$ cat config.mk
export PLATFORM = sky130hd
export DESIGN_NAME = wcr_top
export DESIGN_NICKNAME = d
export VERILOG_FILES = /design/src/wcr_pkg.sv /design/src/wcr_cnt_if.sv /design/src/wcr_counter.sv /design/src/wcr_sync.sv /design/src/wcr_top.sv
export SDC_FILE = /design/constraint.sdc
export NUM_CORES = 1
export LEC_CHECK = 0
export BUFFER_PORTS_ARGS = -buffer_cell sky130_fd_sc_hd__buf_4
export CAP_MARGIN = 0
export CORE_AREA = 2 2 139 141
export DETAILED_ROUTE_END_ITERATION = 10
export DIE_AREA = 0 0 141 143
export PLACE_DENSITY = 0.82
export SLEW_MARGIN = 20
export SYNTH_ARGS = -nofsm -noshare
export SYNTH_HDL_FRONTEND = slang
export SYNTH_SLANG_ARGS = --single-unit
export TNS_END_PERCENT = 20
$ cat constraint.sdc
create_clock -name clk_in -period 2.24 [get_ports clk_in]
set_clock_uncertainty 0.1 [all_clocks]
set_input_delay 0.112 -clock clk_in [delete_from_list [all_inputs] [get_ports clk_in]]
set_output_delay 0.112 -clock clk_in [all_outputs]
set_load 0.01 [all_outputs]
$ cat src/wcr_pkg.sv
// What this block does
// - single watchdog: one free-running 16-bit counter
// - multi watchdog: two 16-bit, one 32-bit counter
// - every 16-bit counter can request device reset
// - every counter interrupts on match value
// - single watchdog ticks only from low-speed oscillator
// - single watchdog wakes in deep sleep and hibernate
// - multi watchdogs: selectable clock, silent in hibernate
// - unserviced enabled watchdog resets the device if its reset enable is set
// - power-up reset holds device until supply ready
// - brown-out requests device reset
// - external reset pin is active low
// - software request performs full device reset
// - protection fault gives interrupt or reset
// - hibernate freezes; any wakeup resets device
// - power-up, brown-out and pin resets act asynchronously, no clock needed
// - reset cause kept in register surviving reset
//
// Purpose: shared constants and types of the watchdog and reset control block
// Assumes: 100 MHz system clock
// Notes:   no software-visible registers; all controls are ports
package wcr_pkg;
    // ****************************************************
    // timing
    // ****************************************************
    localparam int CLK_PERIOD_NS = 10;             // system clock period
    localparam int RST_HOLD_NS = 1000;             // least width of an internal reset
    localparam int RST_HOLD_CYC = (RST_HOLD_NS + CLK_PERIOD_NS - 1) / CLK_PERIOD_NS;
    localparam int HOLD_W = 8;                     // width of the hold counter

    // ****************************************************
    // counter sizes
    // ****************************************************
    localparam int CNT16_W = 16;                   // short watchdog counters
    localparam int CNT32_W = 32;                   // long counter of a multi watchdog
    localparam int MCW_NUM = 2;                    // number of multi watchdogs
    localparam int MCW16_NUM = 2 * MCW_NUM;        // 16-bit counters across multi watchdogs

    // ****************************************************
    // reset cause bit positions
    // ****************************************************
    localparam int CAUSE_W = 8;                    // width of the cause register
    localparam int CAUSE_SWD = 0;                  // single watchdog
    localparam int CAUSE_MCW = 1;                  // a multi watchdog
    localparam int CAUSE_SW = 2;                   // software request
    localparam int CAUSE_PROT = 3;                 // protection fault
    localparam int CAUSE_HIB = 4;                  // hibernate wakeup
    localparam int CAUSE_BROWN = 5;                // brown-out
    localparam int CAUSE_EXT = 6;                  // external pin
    localparam logic [7:0] CAUSE_RST = 8'h00;      // value after power-up

    // ****************************************************
    // system mode one-hot positions
    // ****************************************************
    localparam int MODE_FULL = 0;                  // full_speed_system_mode
    localparam int MODE_RED = 1;                   // reduced_speed_system_mode
    localparam int MODE_DSLP = 2;                  // deep sleep
    localparam int MODE_HIB = 3;                   // hibernate

    // reset stretcher states
    typedef enum logic [1:0] {
        WCR_IDLE = 2'b01,
        WCR_HOLD = 2'b10
    } wcr_rst_state_t;
endpackage

$ cat src/wcr_cnt_if.sv
// Purpose: carrier between the control logic and one watchdog counter
// Assumes: all signals on the system clock
// Notes:   hit is a one-cycle pulse from a flip-flop
`timescale 1ns/10ps
interface wcr_cnt_if #(parameter int W = 16);
    logic tick;            // one-cycle count enable
    logic enable;          // counter enabled
    logic clear;           // service: restart from zero
    logic clr_on_match;    // mode: wrap to zero on match
    logic [W-1:0] match;   // match value
    logic [W-1:0] count;   // current count
    logic hit;             // match event pulse
    modport ctl (output tick, enable, clear, clr_on_match, match, input count, hit);
    modport cnt (input tick, enable, clear, clr_on_match, match, output count, hit);
endinterface

$ cat src/wcr_counter.sv
// Purpose: one watchdog counter with match event
// Assumes: tick is a one-cycle enable from a slow clock edge
// Notes:   service clear wins over counting
`timescale 1ns/10ps
module wcr_counter #(
    parameter int W = 16
) (
    input wire logic clk_in,           // system clock
    input wire logic rst_n_in,         // synchronous reset, active low
    wcr_cnt_if.cnt bus                 // control and status carrier
);
    logic [W-1:0] count_r;             // running count
    logic [W-1:0] count_nxt;           // next count
    logic hit_r;                       // match pulse
    wire at_match = (count_r == bus.match);
    wire step = bus.tick && bus.enable;

    // next count: clear, wrap on match, or increment
    assign count_nxt = bus.clear ? '0 :
                       (step && at_match && bus.clr_on_match) ? '0 :
                       step ? count_r + 1'b1 : count_r;

    // ****************************************************
    // count and match registers
    // ****************************************************
    always_ff @(posedge clk_in) begin
        if (!rst_n_in) begin
            count_r <= '0;
            hit_r <= 1'b0;
        end else begin
            count_r <= count_nxt;
            hit_r <= step && at_match && !bus.clear;
        end
    end
    assign bus.count = count_r;
    assign bus.hit = hit_r;
endmodule

$ cat src/wcr_sync.sv
// Purpose: two-stage synchroniser for asynchronous levels
// Assumes: inputs slow compared to clk_in
// Notes:   first stage feeds only the second
`timescale 1ns/10ps
module wcr_sync #(
    parameter int W = 1
) (
    input wire logic clk_in,           // system clock
    input wire logic [W-1:0] d_in,     // asynchronous levels
    input wire logic [W-1:0] rst_val_in, // constant reset level (tie-off)
    input wire logic rst_n_in,         // synchronous reset, active low
    output logic [W-1:0] q_out         // synchronised levels
);
    logic [W-1:0] meta_r;              // first stage
    logic [W-1:0] q_r;                 // second stage

    // ****************************************************
    // two flip-flops in series
    // ****************************************************
    always_ff @(posedge clk_in) begin
        if (!rst_n_in) begin
            meta_r <= rst_val_in;
            q_r <= rst_val_in;
        end else begin
            meta_r <= d_in;
            q_r <= meta_r;
        end
    end
    assign q_out = q_r;
endmodule

$ cat src/wcr_top.sv
// Purpose: watchdogs and reset merge with retained reset cause
// Assumes: slow clocks arrive as pins and are sampled on clk_in
// Notes:   dev_rst_n_out is combinational so pin sources act without a clock
`timescale 1ns/10ps
module wcr_top (
    input wire logic clk_in,                 // 100 MHz system clock
    input wire logic rst_n_in,               // synchronous reset, active low
    input wire logic por_in,                 // power-up detector, high while ramping
    input wire logic brownout_in,            // brownout_reset detector, high on low supply
    input wire logic ext_rst_n_in,           // external_reset_pin, active low
    input wire logic lso_clk_in,             // low_speed_internal_osc
    input wire logic xtal_clk_in,            // watch_crystal_osc
    input wire logic slow_sel_in,            // low_frequency_clock source: 1 crystal
    input wire logic [3:0] sys_mode_in,      // one-hot system mode
    input wire logic sw_reset_req_in,        // software reset pulse
    input wire logic prot_fault_in,          // protection fault pulse
    input wire logic prot_rst_sel_in,        // fault action: 1 reset, 0 interrupt
    input wire logic hib_wake_in,            // asynchronous hibernate wake source
    input wire logic swd_enable_in,          // single watchdog enable
    input wire logic swd_service_in,         // single watchdog service pulse
    input wire logic swd_rst_en_in,          // single watchdog may reset
    input wire logic [15:0] swd_match_in,    // single watchdog match
    input wire logic [5:0] mcw_enable_in,    // multi counters enable
    input wire logic [5:0] mcw_service_in,   // multi counters service pulses
    input wire logic [5:0] mcw_wrap_in,      // multi counters wrap on match
    input wire logic [3:0] mcw_rst_en_in,    // 16-bit multi counters may reset
    input wire logic [63:0] mcw_match16_in,  // 16-bit matches, 16 bits each
    input wire logic [63:0] mcw_match32_in,  // 32-bit matches, 32 bits each
    input wire logic [7:0] cause_clr_in,     // write-one-to-clear cause pulse
    output logic dev_rst_n_out,              // device reset, active low
    output logic swd_irq_out,                // single watchdog interrupt pulse
    output logic [5:0] mcw_irq_out,          // multi counter interrupt pulses
    output logic prot_irq_out,               // protection fault interrupt pulse
    output logic wakeup_out,                 // wakeup pulse in low-power modes
    output logic hib_freeze_out,             // freeze device and I/O state
    output logic [7:0] reset_cause_out,      // retained reset cause
    output logic [15:0] swd_count_out        // single watchdog count
);
    // ****************************************************
    // input synchronisers
    // ****************************************************
    logic [5:0] pin_s;                       // synchronised pins
    logic lso_d_r;                           // delayed oscillator samples
    logic lfc_d_r;

    wcr_sync #(.W(6)) u_sync (
        .clk_in(clk_in),
        .d_in({hib_wake_in, ext_rst_n_in, brownout_in, por_in, xtal_clk_in, lso_clk_in}),
        .rst_val_in(6'h10),
        .rst_n_in(rst_n_in),
        .q_out(pin_s)
    );

    wire lso_s = pin_s[0];
    wire lfc_s = slow_sel_in ? pin_s[1] : pin_s[0];
    wire por_s = pin_s[2];
    wire brown_s = pin_s[3];
    wire ext_n_s = pin_s[4];
    wire wake_s = pin_s[5];

    // ****************************************************
    // slow clock edges become tick enables
    // ****************************************************
    always_ff @(posedge clk_in) begin
        if (!rst_n_in) begin
            lso_d_r <= 1'b0;
            lfc_d_r <= 1'b0;
        end else begin
            lso_d_r <= lso_s;
            lfc_d_r <= lfc_s;
        end
    end

    wire hib = sys_mode_in[wcr_pkg::MODE_HIB];
    wire low_pwr = hib || sys_mode_in[wcr_pkg::MODE_DSLP];
    wire swd_tick = lso_s && !lso_d_r;
    wire mcw_tick = lfc_s && !lfc_d_r && !hib;

    // ****************************************************
    // counters
    // ****************************************************
    logic [4:0] hit16;                       // 0: single, 1..4: multi
    logic [1:0] hit32;                       // long counters
    logic [15:0] swd_count;                  // single watchdog count

    genvar gi;
    generate
        for (gi = 0; gi < 5; gi++) begin : g_c16
            wcr_cnt_if #(.W(wcr_pkg::CNT16_W)) cif ();
            if (gi == 0) begin : g_swd
                assign cif.tick = swd_tick;
                assign cif.enable = swd_enable_in;
                assign cif.clear = swd_service_in;
                assign cif.clr_on_match = 1'b0;
                assign cif.match = swd_match_in;
                assign swd_count = cif.count;
            end else begin : g_mcw
                assign cif.tick = mcw_tick;
                assign cif.enable = mcw_enable_in[3*((gi-1)/2) + (gi-1)%2];
                assign cif.clear = mcw_service_in[3*((gi-1)/2) + (gi-1)%2];
                assign cif.clr_on_match = mcw_wrap_in[3*((gi-1)/2) + (gi-1)%2];
                assign cif.match = mcw_match16_in[16*(gi-1) +: 16];
            end
            assign hit16[gi] = cif.hit;
            wcr_counter #(.W(wcr_pkg::CNT16_W)) u_cnt (
                .clk_in(clk_in),
                .rst_n_in(rst_n_in),
                .bus(cif.cnt)
            );
        end
        for (gi = 0; gi < wcr_pkg::MCW_NUM; gi++) begin : g_c32
            wcr_cnt_if #(.W(wcr_pkg::CNT32_W)) cif ();
            assign cif.tick = mcw_tick;
            assign cif.enable = mcw_enable_in[3*gi+2];
            assign cif.clear = mcw_service_in[3*gi+2];
            assign cif.clr_on_match = mcw_wrap_in[3*gi+2];
            assign cif.match = mcw_match32_in[32*gi +: 32];
            assign hit32[gi] = cif.hit;
            wcr_counter #(.W(wcr_pkg::CNT32_W)) u_cnt (
                .clk_in(clk_in),
                .rst_n_in(rst_n_in),
                .bus(cif.cnt)
            );
        end
    endgenerate

    // ****************************************************
    // reset requests and cause sources
    // ****************************************************
    wire swd_rst = hit16[0] && swd_rst_en_in;
    wire mcw_rst = |(hit16[4:1] & mcw_rst_en_in);
    wire prot_rst = prot_fault_in && prot_rst_sel_in;
    wire hib_rst = hib && (wake_s || hit16[0]);
    wire int_req = swd_rst || mcw_rst || sw_reset_req_in || prot_rst || hib_rst;

    logic [7:0] cause_set;                   // sources firing this cycle
    assign cause_set = {1'b0, !ext_n_s, brown_s, hib_rst, prot_rst,
                        sw_reset_req_in, mcw_rst, swd_rst};

    // ****************************************************
    // internal reset stretcher, cleared only at power-up
    // ****************************************************
    wcr_pkg::wcr_rst_state_t st_r;           // stretcher state
    logic [wcr_pkg::HOLD_W-1:0] hold_r;      // remaining hold cycles
    wire rst_hold = (st_r == wcr_pkg::WCR_HOLD);

    always_ff @(posedge clk_in) begin
        if (por_s) begin
            st_r <= wcr_pkg::WCR_IDLE;
            hold_r <= '0;
        end else begin
            case (st_r)
                wcr_pkg::WCR_IDLE: begin
                    if (int_req) begin
                        st_r <= wcr_pkg::WCR_HOLD;
                        hold_r <= wcr_pkg::HOLD_W'(wcr_pkg::RST_HOLD_CYC - 1);
                    end
                end
                wcr_pkg::WCR_HOLD: begin
                    if (hold_r == '0) begin
                        st_r <= wcr_pkg::WCR_IDLE;
                    end else begin
                        hold_r <= hold_r - 1'b1;
                    end
                end
                default: begin
                    st_r <= wcr_pkg::WCR_IDLE;
                end
            endcase
        end
    end

    // pin sources pass straight through, no clock edge needed
    assign dev_rst_n_out = !(por_in || brownout_in || !ext_rst_n_in || rst_hold);

    // ****************************************************
    // retained cause register, cleared by power-up or cause_clr_in
    // ****************************************************
    logic [7:0] cause_r;                     // retained cause bits

    always_ff @(posedge clk_in) begin
        if (por_s) begin
            cause_r <= wcr_pkg::CAUSE_RST;
        end else begin
            cause_r <= cause_set | (cause_r & ~cause_clr_in);
        end
    end
    assign reset_cause_out = cause_r;

    // ****************************************************
    // interrupts and wakeup
    // ****************************************************
    logic swd_irq_r;
    logic [5:0] mcw_irq_r;
    logic prot_irq_r;
    logic wake_r;
    logic [5:0] mcw_hits;
    assign mcw_hits = {hit32[1], hit16[4:3], hit32[0], hit16[2:1]};

    always_ff @(posedge clk_in) begin
        if (!rst_n_in) begin
            swd_irq_r <= 1'b0;
            mcw_irq_r <= '0;
            prot_irq_r <= 1'b0;
            wake_r <= 1'b0;
        end else begin
            swd_irq_r <= hit16[0];
            mcw_irq_r <= mcw_hits;
            prot_irq_r <= prot_fault_in && !prot_rst_sel_in;
            wake_r <= low_pwr && (hit16[0] || |mcw_hits);
        end
    end
    assign swd_irq_out = swd_irq_r;
    assign mcw_irq_out = mcw_irq_r;
    assign prot_irq_out = prot_irq_r;
    assign wakeup_out = wake_r;
    assign hib_freeze_out = hib && !rst_hold;
    assign swd_count_out = swd_count;
endmodule

==> results_dict.tcl <==
set metrics [dict create \
    die_x_um 141 \
    viasPerCell 5.44 \
    clockRootBuffer "clkbuf_16" \
    most-common-layout-cells "buf_4, dfxtp_1, xnor2_1" \
    end_kind "flip-flop" \
    fp.dieH_um 143 \
    clockBufferDepth 2 \
    drt_first_pass_iters 5 \
    ys_seq_elements 192 \
    status "finished clean" \
    hpwl_mm 19.0 \
    worst_slew_pin_slew_ns 0.672 \
    fin_nets 1608 \
    drtIter0Drc 450 \
    async_flop_share_pct 0 \
    worstSkewPairLatency_ns 0.42 \
    synth_nets 1339 \
    avgSynthCellArea_um2 8.83 \
    peakVddDrop_mv 0.527 \
    regArea_um2 3840 \
    finalHoldViolations 0 \
    ys_warn_count 0 \
    max_clock_freq_ghz 0.478 \
    final_util_pct 70.4 \
    ys_types 45 \
    coreArea_um2 18600 \
    max_slew_margin_pct 55.2 \
    synth-edff-count 0 \
    row_count 50 \
    grt-ovfl-total 0 \
    min_path_type "in2reg" \
    portBuffers 225 \
    grtUsageTotal_pct 26.2 \
    globalplace.congestion 0.910 \
    drive_above_1_share_pct 23.7 \
    grt_max_degree 34 \
    cts_tree "built" \
    drt_wl_total_mm 26.4 \
    required_ns 2.44 \
    synth_cells 1137 \
    path_class "reg2reg" \
    grt_pass1_wl_mm 42.5 \
    p_per_area_nw_per_um2 580 \
    cts_sinks 192 \
    setup_viol 0 \
    p_leak_nw 4.93 \
    final_common_cell "buf_4" \
    synth_ff_type "dfxtp_1" \
    n_fill_cell 1418 \
    timing.final.crit_share_pct 93.4 \
    critPathLaunchType "flip-flop" \
    cts_buffers 17 \
    multi_input_area_um2 5870 \
    start_util_pct 54.0 \
    grt_pass1_vias 8860 \
    seq_area_frac_synth_pct 38.3 \
    cap_violations 0 \
    antenna_found_initial 2 \
    rsz0062_at_grt "false" \
    wire_per_inst_um 15.9 \
    design.portCount 228 \
    min_period_ns 2.09 \
    clkTransAtPathRegs_ns 0.07 \
    syn_area_um2 10000 \
    worstPathArrival_ns 2.30 \
    tns_ns 0 \
    htreeDepth 4 \
    crit_fanout 13 \
    syn_to_final_growth_pct 30.3 \
    fp.dieArea_um2 20200 \
    vias 9011 \
    finalMaxSlewViolations 0 \
    ant_nets 0 \
    remaining_drc_errors 0 \
]
==> synthesized netlist by cell type, types with 14 or more instances <==
library cell  instances  area share, %
and3_1               22            1.4
dfxtp_1             192             38
buf_2                14           0.70
a21oi_1              18           0.90
nor4_1               40            2.5
nand3_1              46            2.3
nor3_1               97            4.8
nor2_1              118            4.4
nor3_2               19            1.9
nand4_1              52            3.2
and2_1               26            1.6
inv_1                29            1.1
and4_1               19            1.7
xnor2_1             176             15
xor2_1              101            8.8
clkbuf_1             32            1.2
nand2b_1             16            1.0
nand2_1              44            1.6
==> layout make-up <==
cell class                      count  share of cell area [%]
Antenna cell                        2                  0.0383
Multi-Input combinational cell    866                    44.9
Tap cell                          234                    2.24
Inverter                           29                   0.833
Timing Repair Buffer              300                    18.1
Clock inverter                     11                   0.890
Sequential cell                   192                    29.4
Clock buffer                       21                    3.60
==> routing by layer <==
metal	wire, um	track usage, %	vias up
li1	-	-	4443
met1	11400	32.6	4195
met4	707	9.58	0
met3	1500	4.69	45
met2	12800	45.5	328
met5	0	0	-
==> worst max-delay path, stage by stage, from the launching register on <==
cell and delay (ns):
dfxtp_1 0.34, mux2_4 0.36, buf_4 0.19, and3_1 0.18, and3_1 0.17, nand2_1 0.07
nor2_1 0.04, dlygate4sd3_1 0.54
==> state kept, by name, summed over array words and instances, names as in the netlist <==
name,count
g_c16.u_cnt.bus.count,80
g_c16.u_cnt.bus.hit,5
g_c32.u_cnt.bus.count,64
g_c32.u_cnt.bus.hit,2
hold_r,8
lfc_d_r,1
lso_d_r,1
mcw_irq_out,6
prot_irq_out,1
reset_cause_out,8
st_r,2
swd_irq_out,1
u_sync.meta_r,6
u_sync.q_out,6
wakeup_out,1
==> final timing paths <==
path	from	end	slack, ns	depth (start not counted)
min	mcw_match32_in[46]	g_c32[1].u_cnt.bus.hit$_SDFF_PN0_	0.02	6
max	u_sync.q_out[0]$_SDFF_PN0_	g_c16[2].u_cnt.bus.hit$_SDFF_PN0_	0.15	7
max reg2reg	u_sync.q_out[0]$_SDFF_PN0_	g_c16[2].u_cnt.bus.hit$_SDFF_PN0_	0.15	7
min reg2reg	u_sync.meta_r[4]$_SDFF_PN1_	u_sync.q_out[4]$_SDFF_PN1_	0.31	1
==> what timing repair did <==
item,in CTS,in global routing
buffers inserted,0,0
hold endpoints to repair,25,0
endpoints found under the setup margin,0,17
gates resized for setup,0,3
hold buffers,35,0
==> per-stage QoR <==
| step | total power [mW] | cells | setup slack (ns) | instance area, um^2 | hold slack, ns |
|---|---|---|---|---|---|
| floorplan | 4.14 | 1137 | 0.288 | 10000 | 0.0835 |
| global placement | 4.55 | 1586 | 0.229 | 12100 | 0.173 |
| detailed placement | 4.58 | 1586 | 0.176 | 12100 | 0.189 |
| CTS | 7.63 | 1653 | 0.0528 | 13100 | 0.00197 |
| global route | 7.91 | 1655 | 0.0287 | 13100 | 0.0305 |
| finish | 7.58 | 1655 | 0.149 | 13100 | 0.0196 |
==> power by group <==
part / switching, mW / internal [mW] / leakage [nW] / total [mW]
sequential: 0.0866 / 3.51 / 1.55 / 3.60
clock: 1.36 / 1.65 / 0.280 / 3.01
combinational: 0.461 / 0.515 / 3.10 / 0.976
==> kinds of logic (layout without fill, tap and decap cells) <==
kind of cell / after synthesis / count (layout) / synth area share [%]
AND/OR/NAND/NOR: 532 / 532 / 29.8
XOR/XNOR: 277 / 277 / 24.2
flip-flops: 192 / 192 / 38.3
buffers and inverters: 79 / 361 / 3.37
AO/OA/AOI/OAI: 40 / 40 / 2.38
adder cells (fa/ha/maj): 9 / 9 / 1.12
multiplexers: 8 / 8 / 0.810
other: 0 / 2 / 0
(Power assumes the default switching activity.)
